## src/mcu_int_pkg.sv

```systemverilog
package mcu_int_pkg;

    // Register indices, byte address is four times the index
    localparam logic [7:0] OPT_IDX = 8'h1F;
    localparam logic [7:0] PIN_EN_IDX = 8'h1D;
    localparam logic [7:0] PIN_FLAG_IDX = 8'h1E;
    localparam logic [7:0] SEQ_STAT_IDX = 8'h20;
    localparam int ADDR_W = 12;

    // Option register fields and reset values
    localparam int TRIG_SEL_BIT = 1;
    localparam logic [7:0] OPT_RST = 8'h02;
    localparam logic [2:0] PIN_EN_RST = 3'h0;
    localparam logic [2:0] PIN_FLAG_RST = 3'h0;

    // Vector table, one entry per hardware source in priority order
    localparam logic [15:0] VEC_RESET = 16'hFFFE;
    localparam logic [15:0] VEC_TRAP = 16'hFFFC;
    localparam logic [15:0] VEC_IRQ = 16'hFFFA;
    localparam logic [15:0] VEC_TIMER = 16'hFFF8;
    localparam logic [15:0] VEC_SPI = 16'hFFF6;
    localparam logic [15:0] VEC_CALLER = 16'hFFF4;
    localparam logic [15:0] VEC_PIN_KEY = 16'hFFF2;
    localparam logic [15:0] VEC_CORE = 16'hFFF0;
    localparam int NSRC = 6;
    localparam int SRC_IRQ = 0;
    localparam int SRC_PIN_KEY = 4;
    localparam logic [NSRC*16-1:0] VEC_TABLE =
        {VEC_CORE, VEC_PIN_KEY, VEC_CALLER, VEC_SPI, VEC_TIMER, VEC_IRQ};

    typedef enum logic [1:0] {ST_RESET_VEC, ST_RUN, ST_STACK, ST_VECTOR} seq_state_t;

    // Instruction sequencer events, all one-cycle pulses except the levels trapAtEnd and retMask
    typedef struct packed {
        logic instrDone;
        logic trapAtEnd;
        logic trapFetched;
        logic stackDone;
        logic retDone;
        logic retMask;
        logic cliExec;
        logic seiExec;
    } cpu_evt_t;

    // Requests from on-chip peripherals, already gated by their enables
    typedef struct packed {
        logic coreTimer;
        logic keypad;
        logic caller;
        logic spi;
        logic timer;
    } periph_req_t;

endpackage : mcu_int_pkg

```

## src/mcu_interrupt_sequencer.sv

```systemverilog
// Operation
// RULE1 - Requests are only acted upon at an instruction boundary.
// RULE2 - Finish instruction, stack registers, set mask, then inspect pending sources.
// RULE3 - Highest vector address among pending sources is served first.
// RULE4 - Each source fetches its own two-byte vector near the top of memory.
// RULE5 - Return from handler restores the saved mask and resumes.
// RULE6 - Reset sets the mask and loads the reset vector.
// RULE7 - Software trap runs regardless of mask using its own vector.
// RULE8 - Trap follows requests pending at its fetch, precedes later ones.
// RULE9 - Mask set blocks all hardware sources except reset.
// RULE10 - Level mode: low level or falling edge requests, repeats while low.
// RULE11 - Level mode has no latch; short pulse under mask is lost.
// RULE12 - Edge mode: only falling edges request; held low does not repeat.
// RULE13 - Edge mode latches one edge; cleared by reset or vector fetch.
// RULE14 - External pulses must be spaced by handler time plus 21 cycles.
// RULE15 - Shared wired-AND line still low is the next request.
// RULE16 - Trigger select is option bit 1, set by reset, write-once.
// RULE17 - Port pins 0,1 falling edge; pin 2 both edges.
// RULE18 - Each port pin gated by its enable; shares pin/keypad vector.
// RULE19 - Port pin edge under mask is latched; held low never retriggers.
// RULE20 - Port pin flags clear only by reset or software writing 0.
// RULE21 - Software drives pins high before enabling their interrupts.
// RULE22 - Port pin enables sit in bits 2..0 of enable register.
// RULE23 - Port pin flags sit in bits 2..0, reset 0, write 0 clears.
// RULE24 - Shared-vector sources keep own flags, ORed into one request.
//
// The implementer's own choices: the register offsets and the APB slave port.
`timescale 1ns/100ps
`default_nettype none

module mcu_interrupt_sequencer (
    input wire logic ref_clk,
    input wire logic nrst,
    input wire logic psel,
    input wire logic penable,
    input wire logic pwrite,
    input wire logic [mcu_int_pkg::ADDR_W-1:0] paddr,
    input wire logic [31:0] pwdata,
    output logic [31:0] prdata,
    output logic pready,
    output logic pslverr,
    input wire mcu_int_pkg::cpu_evt_t cpuEvt,
    input wire mcu_int_pkg::periph_req_t periphReq,
    input wire logic irqPinLow,
    input wire logic [2:0] portAPins,
    output logic stackReq,
    output logic vecLoad,
    output logic [15:0] vecAddr,
    output logic intMask,
    output logic [7:0] optionReg
);

    ////////////////////////////////////////////////////////////////////
    typedef struct packed {
        mcu_int_pkg::seq_state_t st;
        logic [3:0] syncA;
        logic [3:0] syncB;
        logic [3:0] syncC;
        logic [3:0] pinLvl;
        logic iMask;
        logic [7:0] opt;
        logic optWritten;
        logic [2:0] pinEn;
        logic [2:0] pinFlags;
        logic irqLatch;
        logic trapPend;
        logic hwBeforeTrap;
        logic [mcu_int_pkg::NSRC-1:0] takeSnap;
        logic stackReq;
        logic vecLoad;
        logic [15:0] vecAddr;
        logic [31:0] prdata;
        logic pready;
        logic pslverr;
    } state_t;

    state_t cur_r;
    state_t cur_nxt;

    logic [3:0] fallEdge;
    logic [3:0] riseEdge;
    logic trigEdgeOnly;
    logic extReq;
    logic [2:0] pinEvt;
    logic [mcu_int_pkg::NSRC-1:0] hwReq;
    logic anyHw;
    logic apbAccess;
    logic [7:0] regIdx;
    logic [mcu_int_pkg::NSRC-1:0] selSet;
    logic [15:0] selVec;

    ////////////////////////////////////////////////////////////////////
    // Request decode
    always_comb begin
        fallEdge = 4'h0;
        riseEdge = 4'h0;
        for (int i = 0; i < 4; i++) begin
            if (cur_r.syncC[i] == cur_r.syncB[i]) begin
                fallEdge[i] = cur_r.pinLvl[i] && !cur_r.syncC[i];
                riseEdge[i] = !cur_r.pinLvl[i] && cur_r.syncC[i];
            end
        end
        trigEdgeOnly = cur_r.opt[mcu_int_pkg::TRIG_SEL_BIT]; // RULE16
        // Bit 3 is the dedicated pin, sampled as pin level (high = idle)
        if (trigEdgeOnly) begin
            extReq = cur_r.irqLatch; // RULE12 RULE13
        end else begin
            extReq = !cur_r.pinLvl[3]; // RULE10 RULE11 RULE15
        end
        pinEvt[0] = fallEdge[0] && cur_r.pinEn[0]; // RULE17 RULE18 RULE22
        pinEvt[1] = fallEdge[1] && cur_r.pinEn[1]; // RULE17 RULE18
        pinEvt[2] = (fallEdge[2] || riseEdge[2]) && cur_r.pinEn[2]; // RULE17 RULE18
        hwReq = {periphReq.coreTimer,
                 periphReq.keypad || (|cur_r.pinFlags), // RULE24
                 periphReq.caller, periphReq.spi, periphReq.timer, extReq};
        anyHw = |hwReq;
        // Lowest index is the highest vector
        selSet = hwReq | cur_r.takeSnap;
        selVec = mcu_int_pkg::VEC_CORE;
        for (int i = mcu_int_pkg::NSRC - 1; i >= 0; i--) begin
            if (selSet[i]) begin
                selVec = mcu_int_pkg::VEC_TABLE[i*16 +: 16]; // RULE3 RULE4
            end
        end
    end

    ////////////////////////////////////////////////////////////////////
    // Next state
    always_comb begin
        cur_nxt = cur_r;
        apbAccess = psel && penable && !cur_r.pready;
        regIdx = 8'(paddr[mcu_int_pkg::ADDR_W-1:2]);
        cur_nxt.syncA = {irqPinLow ? 1'b0 : 1'b1, portAPins};
        cur_nxt.syncB = cur_r.syncA;
        cur_nxt.syncC = cur_r.syncB;
        for (int i = 0; i < 4; i++) begin
            if (cur_r.syncC[i] == cur_r.syncB[i]) begin
                cur_nxt.pinLvl[i] = cur_r.syncC[i];
            end
        end
        cur_nxt.vecLoad = 1'b0;
        cur_nxt.pready = 1'b0;
        cur_nxt.pslverr = 1'b0;

        // Dedicated pin latch, set beats the clear at vector fetch
        if (cur_r.vecLoad && cur_r.vecAddr == mcu_int_pkg::VEC_IRQ) begin
            cur_nxt.irqLatch = 1'b0; // RULE13
        end
        if (!trigEdgeOnly) begin
            cur_nxt.irqLatch = 1'b0; // RULE11
        end else if (fallEdge[3]) begin
            cur_nxt.irqLatch = 1'b1; // RULE13
        end

        if (cpuEvt.trapFetched) begin
            cur_nxt.hwBeforeTrap = anyHw && !cur_r.iMask; // RULE8
        end

        if (cpuEvt.cliExec) begin
            cur_nxt.iMask = 1'b0;
        end
        if (cpuEvt.seiExec) begin
            cur_nxt.iMask = 1'b1;
        end
        if (cpuEvt.retDone) begin
            cur_nxt.iMask = cpuEvt.retMask; // RULE5
        end

        case (cur_r.st)
            mcu_int_pkg::ST_RESET_VEC: begin
                cur_nxt.vecLoad = 1'b1; // RULE6
                cur_nxt.vecAddr = mcu_int_pkg::VEC_RESET; // RULE6
                cur_nxt.st = mcu_int_pkg::ST_RUN;
            end
            mcu_int_pkg::ST_RUN: begin
                if (cpuEvt.instrDone) begin // RULE1
                    if (anyHw && !cur_r.iMask &&
                        (!cpuEvt.trapAtEnd || cur_r.hwBeforeTrap)) begin // RULE9 RULE8
                        cur_nxt.trapPend = 1'b0;
                        cur_nxt.takeSnap = hwReq;
                        cur_nxt.stackReq = 1'b1;
                        cur_nxt.st = mcu_int_pkg::ST_STACK;
                    end else if (cpuEvt.trapAtEnd) begin
                        cur_nxt.trapPend = 1'b1; // RULE7
                        cur_nxt.takeSnap = '0;
                        cur_nxt.stackReq = 1'b1;
                        cur_nxt.st = mcu_int_pkg::ST_STACK;
                    end
                end
            end
            mcu_int_pkg::ST_STACK: begin
                if (cpuEvt.stackDone) begin
                    cur_nxt.stackReq = 1'b0;
                    cur_nxt.iMask = 1'b1; // RULE2
                    cur_nxt.st = mcu_int_pkg::ST_VECTOR;
                end
            end
            mcu_int_pkg::ST_VECTOR: begin
                // Pending set examined now, after stacking, ORed with the takeSnap copy taken at the boundary
                cur_nxt.vecLoad = 1'b1; // RULE2
                cur_nxt.vecAddr = cur_r.trapPend ? mcu_int_pkg::VEC_TRAP : selVec; // RULE4 RULE7
                cur_nxt.trapPend = 1'b0;
                cur_nxt.hwBeforeTrap = 1'b0;
                cur_nxt.takeSnap = '0;
                cur_nxt.st = mcu_int_pkg::ST_RUN;
            end
            default: begin
                cur_nxt.st = mcu_int_pkg::ST_RUN;
            end
        endcase

        // APB slave, answers on the second access cycle
        cur_nxt.prdata = 32'h0;
        if (apbAccess) begin
            cur_nxt.pready = 1'b1;
            case (regIdx)
                mcu_int_pkg::OPT_IDX: begin
                    cur_nxt.prdata = {24'h0, cur_r.opt};
                    if (pwrite && !cur_r.optWritten) begin
                        cur_nxt.opt = pwdata[7:0]; // RULE16
                        cur_nxt.optWritten = 1'b1; // RULE16
                    end
                end
                mcu_int_pkg::PIN_EN_IDX: begin
                    cur_nxt.prdata = {29'h0, cur_r.pinEn};
                    if (pwrite) begin
                        cur_nxt.pinEn = pwdata[2:0]; // RULE22
                    end
                end
                mcu_int_pkg::PIN_FLAG_IDX: begin
                    cur_nxt.prdata = {29'h0, cur_r.pinFlags};
                    if (pwrite) begin
                        cur_nxt.pinFlags = cur_r.pinFlags & pwdata[2:0]; // RULE20 RULE23
                    end
                end
                mcu_int_pkg::SEQ_STAT_IDX: begin
                    cur_nxt.prdata = {24'h0, cur_r.pinLvl, extReq, cur_r.irqLatch,
                                      cur_r.trapPend, cur_r.iMask};
                end
                default: begin
                    cur_nxt.pslverr = 1'b1;
                end
            endcase
        end
        // Flag set wins over a simultaneous software clear
        cur_nxt.pinFlags = cur_nxt.pinFlags | pinEvt; // RULE19 RULE23
    end

    always_ff @(posedge ref_clk) begin
        if (!nrst) begin
            cur_r <= '{st: mcu_int_pkg::ST_RESET_VEC, syncA: 4'hF, syncB: 4'hF,
                       syncC: 4'hF, pinLvl: 4'hF, iMask: 1'b1, // RULE6
                       opt: mcu_int_pkg::OPT_RST, optWritten: 1'b0,
                       pinEn: mcu_int_pkg::PIN_EN_RST,
                       pinFlags: mcu_int_pkg::PIN_FLAG_RST, irqLatch: 1'b0,
                       trapPend: 1'b0, hwBeforeTrap: 1'b0, takeSnap: '0,
                       stackReq: 1'b0, vecLoad: 1'b0,
                       vecAddr: mcu_int_pkg::VEC_RESET, prdata: 32'h0,
                       pready: 1'b0, pslverr: 1'b0};
        end else begin
            cur_r <= cur_nxt;
        end
    end

    assign prdata = cur_r.prdata;
    assign pready = cur_r.pready;
    assign pslverr = cur_r.pslverr;
    assign stackReq = cur_r.stackReq;
    assign vecLoad = cur_r.vecLoad;
    assign vecAddr = cur_r.vecAddr;
    assign intMask = cur_r.iMask;
    assign optionReg = cur_r.opt;
endmodule : mcu_interrupt_sequencer

`default_nettype wire

```

## config.mk

```make
export PLATFORM = sky130hd
export DESIGN_NAME = mcu_interrupt_sequencer
export DESIGN_NICKNAME = d
export VERILOG_FILES = /design/src/mcu_int_pkg.sv /design/src/mcu_interrupt_sequencer.sv
export SDC_FILE = /design/constraint.sdc
export NUM_CORES = 1
export LEC_CHECK = 0
export BUFFER_PORTS_ARGS = -buffer_cell sky130_fd_sc_hd__buf_2
export CORE_ASPECT_RATIO = 1.4
export CORE_MARGIN = 8
export CORE_UTILIZATION = 35
export CTS_CLUSTER_SIZE = 25
export DETAILED_ROUTE_END_ITERATION = 8
export PLACE_DENSITY_LB_ADDON = 0.05
export SLEW_MARGIN = 25
export SYNTH_ARGS = -nofsm -noshare
export SYNTH_HDL_FRONTEND = slang
export SYNTH_SLANG_ARGS = --single-unit
```

## constraint.sdc

```tcl
create_clock -name ref_clk -period 3.75 [get_ports ref_clk]
set_clock_uncertainty 0.1 [all_clocks]
set_input_delay 0.375 -clock ref_clk [delete_from_list [all_inputs] [get_ports ref_clk]]
set_output_delay 0.375 -clock ref_clk [all_outputs]
set_load 0.02 [all_outputs]
```

==> results.sh <==
export IMPL_r2r_start="cur_r[93]"
export IMPL_design_core_area_mm2=0.00805
export IMPL_fmax_ghz=0.491
export IMPL_cp_end_kind="register"
export IMPL_cts_inserted_buffers=9
export IMPL_grt_usage_pct=12.6
export IMPL_fin_crit_ps=2040
export IMPL_drc=0
export IMPL_wl_per_cell_um=14.7
export IMPL_h_tree_depth=3
export IMPL_cts_resized=0
export IMPL_grt_max_degree=44
export IMPL_via_count=2238
export IMPL_ys_types=48
export IMPL_use_met2_pct=22.6
export IMPL_dpl_hpwl_um=5330
export IMPL_postCtsSetupBuffers=0
export IMPL_r2r_end="cur_r[56]"
export IMPL_startpoint="paddr[9]"
export IMPL_synth_cells=326
export IMPL_critPathLaunchType="input port"
export IMPL_hold_path_class="in2reg"
export IMPL_antenna_left=0
export IMPL_syn2layout_area_growth_pct=14.8
export IMPL_crit_slowest_cell="and2_1"
export IMPL_n_fill_cell=832
export IMPL_avgViaCountPerCell=4.70
export IMPL_port_buffers=73
export IMPL_die_h_um=123
export IMPL_use_met3_pct=2.86
export IMPL_path_clk_slew_ps=50
export IMPL_cp_data_arrival_time_ps=2190
export IMPL_drtIter0Drc=110
export IMPL_synth_seq_cells=58
export IMPL_crit_type="in2reg"
export IMPL_r2r_cells=5
export IMPL_grt_pass1_vias=2276
export IMPL_ys_warn_count=0
export IMPL_synth_edff_count=0
export IMPL_diodes=0
export IMPL_relSlewSlack_pct=50.8
export IMPL_avgSynthCellArea_um2=8.82
export IMPL_cp_required_ps=3900
export IMPL_cap_violations=0
export IMPL_drt_wl_total_um=7020
export IMPL_initial_utilization_pct=35.7
export IMPL_ys_seq_area_share_pct=40.4
export IMPL_grt_overflow_total=0
export IMPL_final_setup_tns_ps=0
export IMPL_cts_tree="built"
export IMPL_cp_endpoint="optionReg[7]"
export IMPL_finalCritPeriodShare_pct=54.3
export IMPL_syn_area_mm2=0.00288
export IMPL_clock_root_buffer="clkbuf_16"
export IMPL_clockBufferDepth=2
export IMPL_gp_congestion=0.751
export IMPL_drt_pass1_iter_count=4
export IMPL_antenna_found_initial=0
export IMPL_grt_use_met1_pct=13.2
export IMPL_rsz0062_at_grt="false"
export IMPL_cp_slowest_stage_delay_ps=580
export IMPL_worst_slew_pin_slew_ps=736
export IMPL_finalHoldViolations=0
export IMPL_hold_ws_ps=108
export IMPL_p_leak_nw=1.40
export IMPL_drive_above_1_share_pct=25.4
export IMPL_r2r_setup_slack_ps=1850
export IMPL_seqCellArea_mm2=0.00116
export IMPL_die_x_um=92.6
export IMPL_crit_path_cell_trace="buf_2 > or3b_1 > nor3_2 > and2_1 > mux2i_1"
export IMPL_p_per_area_mw_per_mm2=544
export IMPL_fin_nets=441
export IMPL_ctsHoldBuffers=0
export IMPL_die_area_mm2=0.0114
export IMPL_rows=39
export IMPL_busiest_layer="met2"
export IMPL_status="complete, no violations"
export IMPL_slew_viol_final=0
export IMPL_async_flop_share_pct=0
export IMPL_finalPower_mw=1.79
export IMPL_path_max_fanout=9
export IMPL_vdd_drop_max_uv=266
export IMPL_cts_sinks=58
export IMPL_grt_pass1_wl_um=11100
export IMPL_clock_latency_ps=320
export IMPL_multi_input_area_mm2=0.00130
export IMPL_ys_flop_type="dfxtp_1"
export IMPL_io_pins=127
export IMPL_setup_viol=0
## logic make-up (layout without fill, tap and decap cells)
kind of cell,after synthesis,in the layout,share of synthesized area [%]
and+or+nand+nor,109,109,20.1
buffers and inverters,77,101,17.5
DFF,58,58,40.4
AOI/OAI and AO/OA,56,56,12.5
muxes,20,20,7.13
adders and majority gates,5,5,2.17
other,1,25,0.130
## cell usage after synthesis (all sizes together) (3+ instances only)
master | n | share of area (%)
dfxtp | 58 | 40
nor3 | 3 | 0.70
mux2 | 4 | 1.6
a22oi | 9 | 2.3
o211ai | 3 | 0.78
ha | 5 | 2.2
nand2 | 32 | 4.2
nor2 | 22 | 2.9
inv | 12 | 1.6
nand3 | 3 | 0.52
mux2i | 16 | 5.6
a21oi | 14 | 2.4
clkbuf | 7 | 0.91
nor3b | 3 | 0.78
nand2b | 17 | 3.7
nor2b | 7 | 1.5
nor4 | 3 | 0.65
o21ai | 14 | 2.4
buf | 58 | 15
## metrics by stage
step	std cells	utilization [%]	setup slack (ps)	area (um^2)
2_1_floorplan	350	-	2000	2970
3_3_place_gp	461	37.4	1380	3010
3_5_place_dp	461	37.4	1340	3010
4_1_cts	476	41.0	1680	3300
5_1_grt	476	41.0	1500	3300
6_report	476	41.0	1710	3300
## how the worst min path moves through the flow
| stage | startpoint | to | slack (ps) | depth (start not counted) |
|---|---|---|---|---|
| 6_report | irqPinLow | cur_nxt[88] | 110 | 2 |
| 5_1_grt | irqPinLow | cur_nxt[88] | 110 | 2 |
| 4_1_cts | irqPinLow | cur_nxt[88] | 100 | 2 |
| 3_5_place_dp | cur_nxt[85] | cur_nxt[81] | 300 | 1 |
| 3_3_place_gp | cur_nxt[85] | cur_nxt[81] | 290 | 1 |
| 2_1_floorplan | cur_nxt[85] | cur_nxt[81] | 290 | 1 |
## critical path, delay by kind of cell
family	cells	cell delay, ps
simple gates	3	1440
mux	1	240
buf+inv	1	120
## metal layers
metal / vias to the layer above / part of all wire, %
met5: - / 0
met1: 1047 / 42
met3: 10 / 4.4
met2: 56 / 52
li1: 1125 / -
met4: 0 / 2.0
## cells in the final DEF, fill, tap and decap left out, types with 3 or more instances in the layout
cell type	netlist	layout
a21oi_1	14	14
a22oi_1	9	9
buf_2	1	73
clkbuf_16	0	9
conb_1	1	25
dfxtp_1	58	58
ha_1	5	5
inv_1	12	12
mux2_2	4	4
mux2i_1	16	16
nand2_1	32	32
nand2b_1	17	17
nand3_1	3	3
nor2_1	22	22
nor2b_1	7	7
nor3b_1	3	3
nor4_1	3	3
o211ai_1	3	3
o21ai_0	12	12
## area by class of cell
| class | count | area share (%) |
|---|---|---|
| Inverter | 12 | 1.36 |
| Sequential cell | 58 | 35.2 |
| Tap cell | 102 | 3.87 |
| Multi-Input combinational cell | 215 | 39.4 |
| Clock buffer | 10 | 7.24 |
| Timing Repair Buffer | 74 | 11.3 |
| Clock inverter | 5 | 1.67 |
## where the power goes
group	switching [mW]	internal, mW	total, mW
Sequential	0.0302	0.657	0.688
Combinational	0.181	0.119	0.300
Clock	0.282	0.525	0.807
## registers in the layout (all words and copies together), names as in the netlist
| register | flops |
|---|---|
| stackReq | 1 |
| intMask | 1 |
| optionReg | 8 |
| cur_nxt | 8 |
| vecLoad | 1 |
| pslverr | 1 |
| pready | 1 |
| vecAddr | 4 |
| cur_r | 25 |
| prdata | 8 |
(Power assumes the default switching activity.)
